--- config.mk ---
export PLATFORM = sky130hd
export DESIGN_NAME = xcbt_pin_filter
export DESIGN_NICKNAME = d
export VERILOG_FILES = /design/src/hw/xcbt_pin_filter.v
export SDC_FILE = /design/constraint.sdc
export NUM_CORES = 1
export LEC_CHECK = 0
export CORE_AREA = 10 10 47 49
export CTS_CLUSTER_SIZE = 20
export DETAILED_ROUTE_END_ITERATION = 7
export DIE_AREA = 0 0 57 59
export DONT_BUFFER_PORTS = 1
export SYNTH_ARGS = -nofsm -noshare
export SYNTH_HDL_FRONTEND = slang
export SYNTH_SLANG_ARGS = --single-unit
--- constraint.sdc ---
create_clock -name i_clk -period 0.8 [get_ports i_clk]
set_input_delay 0.16 -clock i_clk [delete_from_list [all_inputs] [get_ports i_clk]]
set_output_delay 0.16 -clock i_clk [all_outputs]
set_load 0.01 [all_outputs]
--- src/hw/xcbt_pin_filter.v ---
/*
 * Input conditioner for a group of pins: three flip-flops per bit and
 * a filtered level that follows once the second and third agree.
 * Assumes the pins are asynchronous to the core clock.
 */
`timescale 1ns/1ns
module xcbt_pin_filter #(
  parameter WIDTH = 1
) (
  input wire i_clk,
  input wire i_srst,
  input wire [WIDTH-1:0] i_pin,
  output wire [WIDTH-1:0] o_level
);
  reg [WIDTH-1:0] s1_q;
  reg [WIDTH-1:0] s2_q;
  reg [WIDTH-1:0] s3_q;
  reg [WIDTH-1:0] lvl_q;

  genvar g;
  generate
    for (g = 0; g < WIDTH; g = g + 1) begin : g_bit
      always @(posedge i_clk) begin
        if (i_srst) begin
          s1_q[g] <= 1'b0;
          s2_q[g] <= 1'b0;
          s3_q[g] <= 1'b0;
          lvl_q[g] <= 1'b0;
        end else begin
          // s1 is read only by s2: metastability stays in one stage
          s1_q[g] <= i_pin[g];
          s2_q[g] <= s1_q[g];
          s3_q[g] <= s2_q[g];
          if (s2_q[g] == s3_q[g]) begin
            lvl_q[g] <= s3_q[g];
          end
        end
      end
    end
  endgenerate

  assign o_level = lvl_q;
endmodule

==> flow_metrics.py <==
metrics = {
    "routing": {
        "vias": 86,
        "wl_per_cell_um": 6.719,
        "ant_nets": 0,
        "drc_errors": 0,
        "drt_iter0_markers": 1,
        "firstDrtPassIters": 3,
        "drt_wl_total_um": 215,
        "vias_per_cell": 2.688,
    },
    "power_and_ir_drop": {
        "p_leak_nw": 0.07139,
        "powerDensity_mw_per_mm2": 2501,
        "irDropWorstVdd_mv": 0.9615,
    },
    "clock_network": {
        "clk_pin_slew_ns": 0.04,
        "clk_path_buf_depth": 2,
        "clkLatencyLatePin_ns": 0.23,
        "clock_sinks": 4,
        "h-tree-depth": 1,
        "cts_buffers": 3,
        "root_buffer": "clkbuf_4",
        "cts_tree": "built",
    },
    "critical_path": {
        "crit_path_start_kind": "register",
        "required_ns": 0.64,
        "critical-path-top-delay-family": "flip-flops",
        "critical_path_buf_inv_count": 1,
        "arrival_ns": 0.66,
        "endpoint_kind": "output port",
        "worstPathMaxFanout": 2,
        "crit_slowest_cell": "dfxtp_2",
        "path_class": "register to output port",
        "crit_path_cell_trace": "buf_6",
        "cpPeakStageDelay_ns": 0.31,
        "worst-r2r-setup-slack_ns": 0.05,
    },
    "synth": {
        "synthAdderAreaFrac_pct": 0,
        "syn_area_sq_um": 112.6,
        "synthCells": 10,
        "ys_seq_elements": 4,
        "synth.area.mux_share_pct": 0,
        "synth-xor-area-share_pct": 0,
        "ys.warnings.count": 0,
        "syn_area_per_cell_sq_um": 11.26,
        "synth-compound-area-share_pct": 8.889,
        "ys_seq_area_share_pct": 71.11,
        "synthSimpleGateAreaFrac_pct": 20.00,
        "yosysUniqueCellTypes": 5,
        "syn_nets": 13,
        "synth_top_family_by_area": "simple AND/OR/NAND/NOR gates",
    },
    "layout": {
        "drive_gt1_share_pct": 43.75,
        "nets": 21,
        "fin_util_pct": 13.48,
        "area_growth_pct": 67.78,
        "n_fill_cell": 164,
        "finalNonFillerCells": 32,
        "antenna_cells": 0,
    },
    "floorplanning": {
        "dieWidth_um": 57,
        "start_util_pct": 8.036,
        "die_h_um": 59,
        "pin_count": 4,
        "dieArea_sq_mm": 0.003363,
        "rows": 14,
        "coreArea_sq_mm": 0.001401,
    },
    "timing": {
        "timing.final.crit_period_ns": 0.8208,
        "rsz0062_at_grt": "true",
        "max_slew_margin_pct": 90.45,
        "hold_violations": 0,
        "fin_skew_ns": 0.001781,
        "fin_setup_tns_ns": -0.02084,
        "fmax_mhz": 1218,
        "setup_violations": 1,
        "whs_ns": 0.06403,
        "fin_ws_ns": -0.02084,
        "period_share_pct": 102.6,
        "drv_slew": 0,
        "worstMarginPinSlew_ns": 0.1428,
    },
    "placement": {
        "place_inst": 27,
        "gp_congestion": 0.4876,
        "port_buffers": 0,
    },
    "global_routing": {
        "grt_max_degree": 5,
        "gr-usage-all-layers_pct": 1.639,
        "grt_pass1_vias": 97,
        "grt_overflow_total": 0,
        "antenna_found_initial": 0,
        "grt_pass1_wl_um": 358,
    },
    "run_status": {
        "violations": "negative setup slack",
        "status": "finished with violations",
    },
    "min_path": {
        "hold_class": "primary input to register",
    },
    "flow_run": {
        "max_cap_viol_count": 0,
    },
}
-- worst paths after layout --
kind | startpoint | to | cells after the start
max | o_level | o_level | 1
min reg2reg | s1_q | s2_q | 1
max reg2reg | o_level | o_level | 3
min | i_pin | s1_q | 1
-- timing repair --
action	in CTS	in global routing
setup endpoints to repair	1	2
hold endpoints to repair	4	0
gates resized for setup	2	1
hold buffers	1	0
setup buffers	1	0
-- per-stage QoR --
stage	instance area [sq um]	worst slack, ns	total power, W
6_report	188.9	-0.02084	0.0004725
3_5_place_dp	140.1	0.1610	0.0002170
2_1_floorplan	112.6	0.1644	0.0002158
3_3_place_gp	140.1	0.1702	0.0002166
4_1_cts	185.2	-0.02636	0.0004781
5_1_grt	188.9	-0.03997	0.0004959
-- layout by cell type (no fill, tap or decap) --
cell | synthesis | final
a21oi_1 | 1 | 1
dfxtp_1 | 4 | 3
o21ai_2 | 0 | 1
nand2_1 | 1 | 1
nor2b_1 | 3 | 3
clkbuf_4 | 0 | 3
buf_4 | 0 | 1
dlygate4sd3_1 | 0 | 1
dfxtp_2 | 0 | 1
buf_6 | 0 | 1
-- cell usage after synthesis --
| cell | count | area share, % |
|---|---|---|
| a21oi_1 | 1 | 4.4 |
| dfxtp_1 | 4 | 71 |
| nand2_1 | 1 | 3.3 |
| nor2b_1 | 3 | 17 |
| o21ai_1 | 1 | 4.4 |
-- worst reg2reg max path: stages (launching register included) --
cell,delay (ns)
dfxtp_2,0.31
buf_4,0.13
o21ai_2,0.12
a21oi_1,0.07
-- registers in the layout, summed over array words and instances, names as in the netlist --
| signal | cells |
|---|---|
| s2_q | 1 |
| s3_q | 1 |
| o_level | 1 |
| s1_q | 1 |
-- cells by family after synthesis --
kind of cell and count (synthesis):
AO/OA/AOI/OAI 2, flip-flops 4, AND/OR/NAND/NOR 4
-- per-layer routing --
metal  share of wire [%]  GRT usage [%]  up-vias
li1                    -              -       44
met1                  59          1.653       36
met2                  27          1.395        6
met3                  14          3.219        0
met4                   0              0        0
met5                   0              0        -
-- layout make-up --
class	instances	area, sq um	area share (%)
multi-input combinational	6	36.28	19.21
tap	16	20.02	10.60
clock buffer	3	22.52	11.92
sequential	4	81.33	43.05
timing repair buffer	3	28.78	15.23
-- where the power goes --
part | leakage, nW | switching, W | internal [W]
logic | 0.0243 | 0.00000405 | 0.00000736
clock network | 0.0138 | 0.0000837 | 0.000168
registers | 0.0333 | 0.00000272 | 0.000207
(Power assumes the default switching activity.)
